## config.mk

```make
export PLATFORM = sky130hd
export DESIGN_NAME = sbrl_regs
export DESIGN_NICKNAME = d
export VERILOG_FILES = /design/src/core/sbrl_pkg.sv /design/src/core/sbrl_regs.sv
export SDC_FILE = /design/constraint.sdc
export NUM_CORES = 1
export LEC_CHECK = 0
export BUFFER_PORTS_ARGS = -buffer_cell sky130_fd_sc_hd__buf_2
export CAP_MARGIN = 20
export CORE_MARGIN = 1.5
export CORE_UTILIZATION = 44
export CTS_BUF_LIST = sky130_fd_sc_hd__clkbuf_8
export DETAILED_ROUTE_END_ITERATION = 10
export GPL_TIMING_DRIVEN = 0
export MAX_ROUTING_LAYER = met4
export PLACE_DENSITY = 0.65
export SLEW_MARGIN = 20
export SYNTH_ARGS = -nofsm -noshare
export SYNTH_HDL_FRONTEND = slang
export SYNTH_SLANG_ARGS = --single-unit
```

## constraint.sdc

```tcl
create_clock -name SYS_CLK -period 4.2 [get_ports SYS_CLK]
set_input_delay 0.42 -clock SYS_CLK [delete_from_list [all_inputs] [get_ports SYS_CLK]]
set_output_delay 0.42 -clock SYS_CLK [all_outputs]
set_load 0.03 [all_outputs]
```

## src/core/sbrl_pkg.sv

```systemverilog
// Package for the shunt/bus result and alert-limit register bank
package sbrl_pkg;

	// ==========================================================
	// Register offsets
	localparam logic [7:0] SBRL_ADDR_CH1_SHUNT  = 8'h01;
	localparam logic [7:0] SBRL_ADDR_CH1_BUS    = 8'h02;
	localparam logic [7:0] SBRL_ADDR_CH2_SHUNT  = 8'h03;
	localparam logic [7:0] SBRL_ADDR_CH2_BUS    = 8'h04;
	localparam logic [7:0] SBRL_ADDR_CH3_SHUNT  = 8'h05;
	localparam logic [7:0] SBRL_ADDR_CH3_BUS    = 8'h06;
	localparam logic [7:0] SBRL_ADDR_CH1_FAST   = 8'h07;
	localparam logic [7:0] SBRL_ADDR_CH1_SLOW   = 8'h08;
	localparam logic [7:0] SBRL_ADDR_CH2_FAST   = 8'h09;

	// ==========================================================
	// Field layout and reset values
	localparam int          SBRL_SIGN_POS       = 15;
	localparam int          SBRL_DATA_LSB_POS   = 3;
	localparam int          SBRL_CODE_W         = 13;
	localparam int          SBRL_NUM_CH         = 3;
	localparam int          SBRL_NUM_RES        = 6;
	localparam int          SBRL_NUM_LIM        = 3;
	localparam logic [15:0] SBRL_RESULT_RESET   = 16'h0000;
	localparam logic [15:0] SBRL_LIMIT_RESET    = 16'h7FF8;
	localparam logic [15:0] SBRL_UNMAPPED_READ  = 16'h0000;
	localparam logic [2:0]  SBRL_RESERVED_ZERO  = 3'h0;

	// Indices into the limit array
	localparam int          SBRL_LIM_CH1_FAST   = 0;
	localparam int          SBRL_LIM_CH1_SLOW   = 1;
	localparam int          SBRL_LIM_CH2_FAST   = 2;

	// ==========================================================
	// Carriers
	typedef struct packed {
		logic [2:0]        valid;
		logic [2:0][12:0]  code;
	} sbrl_sample_t;

	typedef struct packed {
		logic              wr;
		logic              rd;
		logic [7:0]        addr;
		logic [15:0]       wdata;
	} sbrl_access_t;

endpackage

```

## src/core/sbrl_regs.sv

```systemverilog
// Result and alert-limit register bank of a three-channel shunt/bus monitor
`timescale 1ns/1ps
`default_nettype none

module sbrl_regs
	import sbrl_pkg::*;
(
	input  wire logic          SYS_CLK,
	input  wire logic          SRST,
	input  wire logic          CLK_EN,
	input  wire sbrl_access_t  REG_ACCESS,
	input  wire sbrl_sample_t  SHUNT_RAW,
	input  wire sbrl_sample_t  SHUNT_AVG,
	input  wire sbrl_sample_t  BUS_SAMPLE,
	output logic [15:0]        REG_RDATA,
	output logic               REG_RVALID,
	output logic [1:0]         FAST_ALERT,
	output logic               SLOW_ALERT
);

	// ==========================================================
	// Helpers
	function automatic logic [15:0] align_code(input logic [12:0] code);
		align_code = {code, SBRL_RESERVED_ZERO};
	endfunction

	// Only the 13-bit value takes part; reserved limit bits are ignored
	function automatic logic above_limit(input logic [15:0] value, input logic [15:0] limit);
		above_limit = $signed(value[SBRL_SIGN_POS:SBRL_DATA_LSB_POS])
			> $signed(limit[SBRL_SIGN_POS:SBRL_DATA_LSB_POS]);
	endfunction

	function automatic logic is_result_addr(input logic [7:0] addr);
		is_result_addr = (addr >= SBRL_ADDR_CH1_SHUNT) && (addr <= SBRL_ADDR_CH3_BUS);
	endfunction

	function automatic logic is_limit_addr(input logic [7:0] addr);
		is_limit_addr = (addr >= SBRL_ADDR_CH1_FAST) && (addr <= SBRL_ADDR_CH2_FAST);
	endfunction

	// ==========================================================
	// Storage
	// Even index = shunt, odd index = bus, ordered by address
	logic [15:0] res_reg [SBRL_NUM_RES];
	logic [15:0] lim_reg [SBRL_NUM_LIM];
	logic [15:0] rdata_next;
	logic [2:0]  res_idx;
	logic [1:0]  lim_idx;

	assign res_idx = 3'(REG_ACCESS.addr - SBRL_ADDR_CH1_SHUNT);
	assign lim_idx = 2'(REG_ACCESS.addr - SBRL_ADDR_CH1_FAST);

	// ==========================================================
	// Result registers
	// Whole word loads in one edge, so a read never mixes conversions
	always_ff @(posedge SYS_CLK)
	begin
		if (SRST)
		begin
			for (int i = 0; i < SBRL_NUM_RES; i++)
			begin
				res_reg[i] <= SBRL_RESULT_RESET;
			end
		end
		else if (CLK_EN)
		begin
			for (int c = 0; c < SBRL_NUM_CH; c++)
			begin
				if (SHUNT_AVG.valid[c])
				begin
					res_reg[2*c] <= align_code(SHUNT_AVG.code[c]);
				end
				if (BUS_SAMPLE.valid[c])
				begin
					res_reg[2*c+1] <= align_code(BUS_SAMPLE.code[c]);
				end
			end
		end
	end

	// ==========================================================
	// Limit registers
	always_ff @(posedge SYS_CLK)
	begin
		if (SRST)
		begin
			for (int i = 0; i < SBRL_NUM_LIM; i++)
			begin
				lim_reg[i] <= SBRL_LIMIT_RESET;
			end
		end
		else if (CLK_EN && REG_ACCESS.wr && is_limit_addr(REG_ACCESS.addr))
		begin
			lim_reg[lim_idx] <= REG_ACCESS.wdata;
		end
	end

	// ==========================================================
	// Read port
	always_comb
	begin
		rdata_next = SBRL_UNMAPPED_READ;
		if (is_result_addr(REG_ACCESS.addr))
		begin
			rdata_next = res_reg[res_idx];
		end
		else if (is_limit_addr(REG_ACCESS.addr))
		begin
			rdata_next = lim_reg[lim_idx];
		end
	end

	always_ff @(posedge SYS_CLK)
	begin
		if (SRST)
		begin
			REG_RDATA  <= SBRL_UNMAPPED_READ;
			REG_RVALID <= 1'b0;
		end
		else if (CLK_EN)
		begin
			REG_RVALID <= REG_ACCESS.rd;
			if (REG_ACCESS.rd)
			begin
				REG_RDATA <= rdata_next;
			end
		end
	end

	// ==========================================================
	// Alert comparisons
	// Fast alerts follow single conversions so short spikes are not averaged away
	always_ff @(posedge SYS_CLK)
	begin
		if (SRST)
		begin
			FAST_ALERT <= 2'h0;
		end
		else if (CLK_EN)
		begin
			if (SHUNT_RAW.valid[0])
			begin
				FAST_ALERT[0] <= above_limit(align_code(SHUNT_RAW.code[0]),
					lim_reg[SBRL_LIM_CH1_FAST]);
			end
			if (SHUNT_RAW.valid[1])
			begin
				FAST_ALERT[1] <= above_limit(align_code(SHUNT_RAW.code[1]),
					lim_reg[SBRL_LIM_CH2_FAST]);
			end
		end
	end

	always_ff @(posedge SYS_CLK)
	begin
		if (SRST)
		begin
			SLOW_ALERT <= 1'b0;
		end
		else if (CLK_EN && SHUNT_AVG.valid[0])
		begin
			SLOW_ALERT <= above_limit(align_code(SHUNT_AVG.code[0]),
				lim_reg[SBRL_LIM_CH1_SLOW]);
		end
	end
endmodule

`default_nettype wire

```

==> impl_metrics.toml, run 1 <==
[status]
outcome = "complete, no violations"

[routing]
drcViolationCount = 0
vias = 5834
viasPerCell = 5.54
dr.pass1.iters = 5
ant_nets = 0
first_iter_violations = 474
wl_per_cell_um = 21.2
drt_wl_total_um = 22300

[die]
start_util_pct = 45.1
die_w_um = 139
die_h_um = 139
core_um2 = 18000
ios = 175
rows = 49
die-area_um2 = 19300

[layout]
fin_area_um2 = 9620
drive_above_1_share_pct = 32.1
mostFrequentLayoutCells = "buf_2, edfxtp_1, and3_1"
fin_util_pct = 53.4
final_nets = 1010
largest_reg_flops = 78
area_growth_syn_to_layout_pct = 18.3
final_common_cell = "buf_2"

[place]
hpwl_um = 17400
post-place-ws_ns = 0.0523
port_buffers = 160
globalplace.congestion = 0.908
place_area_um2 = 9220

[clock_network]
cts_root_buffer = "clkbuf_8"
cts_buffer_depth = 2
clk_latency_ns = 0.47
path_clk_slew_ns = 0.08
postCtsSetupRepairBufs = 0
cts_tree = "yes"
cts_sinks = 162
postCtsHoldBufs = 0
numCtsBuffers = 17
htreeDepth = 4
ctsResizeCount = 0

[worst_hold_path]
hold_path_end = "lim_reg[3][1]"
hold_path_depth = 1
hp-class = "in -> reg"
hold_start = "REG_ACCESS[1]"

[timing]
layout_worst_path_cycle_share_pct = 86.6
hold_viol_final = 0
slew_headroom_pct = 37.5
fmax_mhz = 275
rsz0062_at_grt = "false"
slew_violations = 0
min_period_ns = 3.64
fin_worst_skew_ns = 0.0159
setup-violations-final = 0
setup_ws_ns = 0.563
fin_setup_tns_ns = 0
tightestPinTransition_ns = 0.937

[worst_setup_path]
startpoint_type = "primary input"
cp_cell_sequence = "buf_2 > buf_4 > buf_2 > buf_4 > buf_4 > inv_1 > ha_1 > buf_2 > clkbuf_1 > mux4_2 > nor2_1 > a21oi_1 > a22oi_1 > a21oi_1"
reg2reg_to = "SLOW_ALERT"
cp_max_fo = 10
crit_arrival_ns = 3.97
critical_path_class = "in -> reg"
critPathLaunch = "REG_ACCESS[16]"
crit_family = "buffers and inverters"
r2r_setup_slack_ns = 2.09
crit_path_top_delay_cell = "clkbuf_1"
critPathRequiredTime_ns = 4.53
endpoint_kind = "flop"
rr_worst_depth = 7
worst-path-buf-inv = 8
r2r_start = "lim_reg[1][13]"
cp_slowest_stage_delay_ns = 0.59

[yosys]
ys_types = 49
synth_nets = 831
syn_area_per_cell_um2 = 12.9
synth-seq-cells = 162
synth_area_um2 = 8130
ys_seq_area_share_pct = 57.4
synth_ff_type = "edfxtp_1"
synthCells = 631
ys_warn_count = 0
synth_edf_count = 142
synthArstFlopShare_pct = 0

[global_route]
grt_pass1_wl_um = 33800
grt_max_degree = 17
grt_pass1_vias = 6001
antenna_found_initial = 1
grt_overflow = 0
grt_use_total_pct = 24.3

[flow_run]
cap_viol_max_count = 0

[power_and_ir_drop]
p_leak_uw = 0.00425
power.density_nw_per_um2 = 365
power.share.sequential_pct = 53.7
power_frac_comb_pct = 13.1
power_switching_uw = 882
p_int_uw = 2630
clock_power_share_pct = 33.2
p_total_uw = 3510
ir_drop_mv = 0.234
p_sw_share_pct = 25.1
worst register-to-register path: cells and delay by family (launching register included):
kind,cells,cell delay (ns)
flops,1,0.42
buf+inv,1,0.07
simple gates,3,0.72
compound gates,2,0.50
fa+ha+maj,1,0.30
metrics by stage:
step           hold slack [ns]  cells
3_3_place_gp             0.455   1020
5_1_grt                  0.121   1053
3_5_place_dp             0.462   1020
4_1_cts                  0.129   1052
2_1_floorplan            0.519    631
6_report                 0.138   1053
worst max path at each step:
stage                    end  slack [ns]  cells after the start
2_1_floorplan  REG_RDATA[10]        1.07                     13
3_3_place_gp   REG_RDATA[10]        0.16                     14
3_5_place_dp    REG_RDATA[9]        0.05                     14
4_1_cts         REG_RDATA[9]        0.54                     14
5_1_grt         REG_RDATA[9]        0.34                     14
6_report        REG_RDATA[9]        0.56                     14
per-layer routing:
layer / wire length [um] / track usage, % / vias up / part of all wire (%)
met5: 0 / - / - / 0
met4: 323 / 5.98 / 0 / 1.4
met3: 1400 / 5.77 / 27 / 6.3
met2: 11100 / 40.3 / 202 / 50
met1: 9480 / 30.1 / 2887 / 43
li1: - / - / 2718 / -
layout make-up:
cell class,instances,area [um^2]
clock inverters,14,149
fillers,1596,8410
multi-input cells,384,3130
repair buffers,160,801
well taps,229,287
inverters,50,188
plain buffers,35,149
clock buffers,18,248
flip-flops and latches,162,4660
diodes,1,2.50
power by group through the flow:
stage,Sequential [uW],Combinational [uW],Clock [uW]
2_1_floorplan,1910,258,0
3_3_place_gp,1920,449,0
3_5_place_dp,1920,459,0
4_1_cts,1890,462,1170
5_1_grt,1900,503,1230
6_report,1890,461,1170
Yosys cell counts (all sizes together) (11+ instances only):
master  instances  area, um^2
edfxtp        142        4260
and3           80         500
inv            50         188
ha             45         563
nor2           36         135
or2            36         225
a21oi          30         150
clkbuf         29         109
mux4           29         653
nand2          24        90.1
dfxtp          20         400
mux2i          13         130
nor3           11        60.1
cells by family (layout without fill, tap and decap cells):
family,count (synthesis),in the layout,share of synthesized area [%]
adder cells (fa/ha/maj),45,45,6.92
AO/OA/AOI/OAI,79,79,6.71
XOR/XNOR,1,1,0.108
multiplexers,42,42,9.63
other,0,1,0
flip-flops,162,162,57.4
buffers and inverters,85,277,4.14
AND/OR/NAND/NOR,217,217,15.1
Power figures use the tool's default switching activity.
==> inputs of run 2 (changes only) <==
CORE_ASPECT_RATIO = 1.75   (was default)
CTS_CLUSTER_SIZE = 20   (was default)
==> impl_metrics.toml, run 2 (synthesis gave the netlist of run 1 again) <==
[die]
rows = 65
start_util_pct = 45.0
die_h_um = 183
die-area_um2 = 19300
core_um2 = 18100
ios = 175
die_w_um = 106

[clock_network]
clk_latency_ns = 0.46
postCtsSetupRepairBufs = 0
cts_sinks = 162
postCtsHoldBufs = 0
cts_buffer_depth = 2
path_clk_slew_ns = 0.08
ctsResizeCount = 0
cts_root_buffer = "clkbuf_8"
htreeDepth = 4
numCtsBuffers = 17
cts_tree = "yes"

[global_route]
grt_use_total_pct = 23.9
grt_pass1_vias = 6004
grt_max_degree = 17
antenna_found_initial = 0
grt_overflow = 0
grt_pass1_wl_um = 32600

[timing]
tightestPinTransition_ns = 0.826
setup-violations-final = 0
fmax_mhz = 268
fin_worst_skew_ns = 0.0110
slew_headroom_pct = 45.0
rsz0062_at_grt = "false"
whs_ns = 0.152
hold_viol_final = 0
min_period_ns = 3.72
slew_violations = 0
layout_worst_path_cycle_share_pct = 88.7

[layout]
antenna_cells = 0
nFillCells = 1614
mostFrequentLayoutCells = "buf_2, edfxtp_1, and3_1"
final_common_cell = "buf_2"
drive_above_1_share_pct = 32.4
largest_reg_flops = 78
final_nets = 1010
area_growth_syn_to_layout_pct = 18.0

[place]
globalplace.congestion = 0.888
port_buffers = 160
hpwl_um = 18100

[worst_setup_path]
crit_arrival_ns = 4.06
startpoint_type = "primary input"
endpoint_kind = "flop"
cp_max_fo = 10
critical_path_class = "in -> reg"
critPathRequiredTime_ns = 4.53

[power_and_ir_drop]
ir_drop_mv = 0.169
p_leak_uw = 0.00421
power.density_nw_per_um2 = 357
p_total_uw = 3430

[worst_hold_path]
hp-class = "in -> reg"

[routing]
viasPerCell = 5.43
wl_per_cell_um = 20.7
first_iter_violations = 296
ant_nets = 0
drcViolationCount = 0
vias = 5741
drt_wl_total_um = 21900
dr.pass1.iters = 5

[status]
outcome = "complete, no violations"

[flow_run]
cap_viol_max_count = 0
==> run 2: cell count changes in the layout (fill, tap and decap cells not counted) <==
cell	before	now
inv_1	55	50
clkinv_4	1	4
bufinv_16	3	1
clkinv_1	0	2
clkinvlp_4	1	3
clkbuf_8	18	17
clkinv_2	3	2
diode_2	1	0
inv_6	1	2
inv_8	0	1
==> run 2: area by class of cell <==
| cell class | instances | area (um^2) | area share, % |
|---|---|---|---|
| Sequential cell | 162 | 4660 | 48.6 |
| Multi-Input combinational cell | 384 | 3130 | 32.6 |
| Timing Repair Buffer | 160 | 801 | 8.35 |
| Tap cell | 234 | 293 | 3.05 |
| Clock buffer | 17 | 234 | 2.44 |
| Inverter | 50 | 188 | 1.96 |
| Buffer | 35 | 149 | 1.55 |
| Clock inverter | 15 | 134 | 1.40 |
==> run 2: layer usage <==
layer | part of all wire (%) | up-vias | GRT usage (%)
met3 | 4.4 | 41 | 3.70
li1 | - | 2713 | -
met2 | 58 | 208 | 45.8
met5 | 0 | - | -
met1 | 34 | 2779 | 23.0
met4 | 3.5 | 0 | 11.0
==> run 2: worst max-delay path, cell delays in order <==
cell	delay [ns]
buf_2	0.12
buf_4	0.19
buf_2	0.34
buf_4	0.30
buf_4	0.25
inv_1	0.16
ha_1	0.32
buf_2	0.32
clkbuf_1	0.61
mux4_2	0.40
nor2_1	0.17
a21oi_1	0.10
a22oi_1	0.24
a21oi_1	0.10
==> run 2: per-stage QoR <==
step	std cells	area (um^2)	setup WS, ns	util, %	setup TNS (ns)
2_1_floorplan	631	8130	1.07	-	0
3_3_place_gp	1025	9230	-0.0294	51.1	-0.0294
3_5_place_dp	1025	9230	-0.0630	51.1	-0.0630
4_1_cts	1057	9590	0.418	53.1	0
5_1_grt	1057	9590	0.258	53.1	0
6_report	1057	9590	0.475	53.1	0
==> run 2: path summary, 6_finish.rpt <==
| kind | from | end | slack, ns | cells past startpoint |
|---|---|---|---|---|
| worst max-delay path | REG_ACCESS[16] | REG_RDATA[9] | 0.48 | 14 |
| worst min-delay path | REG_ACCESS[1] | lim_reg[3][1] | 0.15 | 1 |
| worst max register to register | lim_reg[2][6] | FAST_ALERT[1] | 2.03 | 7 |
| worst min register to register | REG_RDATA[12] | REG_RDATA[12] | 0.46 | 2 |
==> run 2: where the power goes <==
part	internal [uW]	total, uW	switching, uW
Combinational	195	460	265
Clock	472	1080	611
Sequential	1840	1880	38.1
Total	2510	3430	914
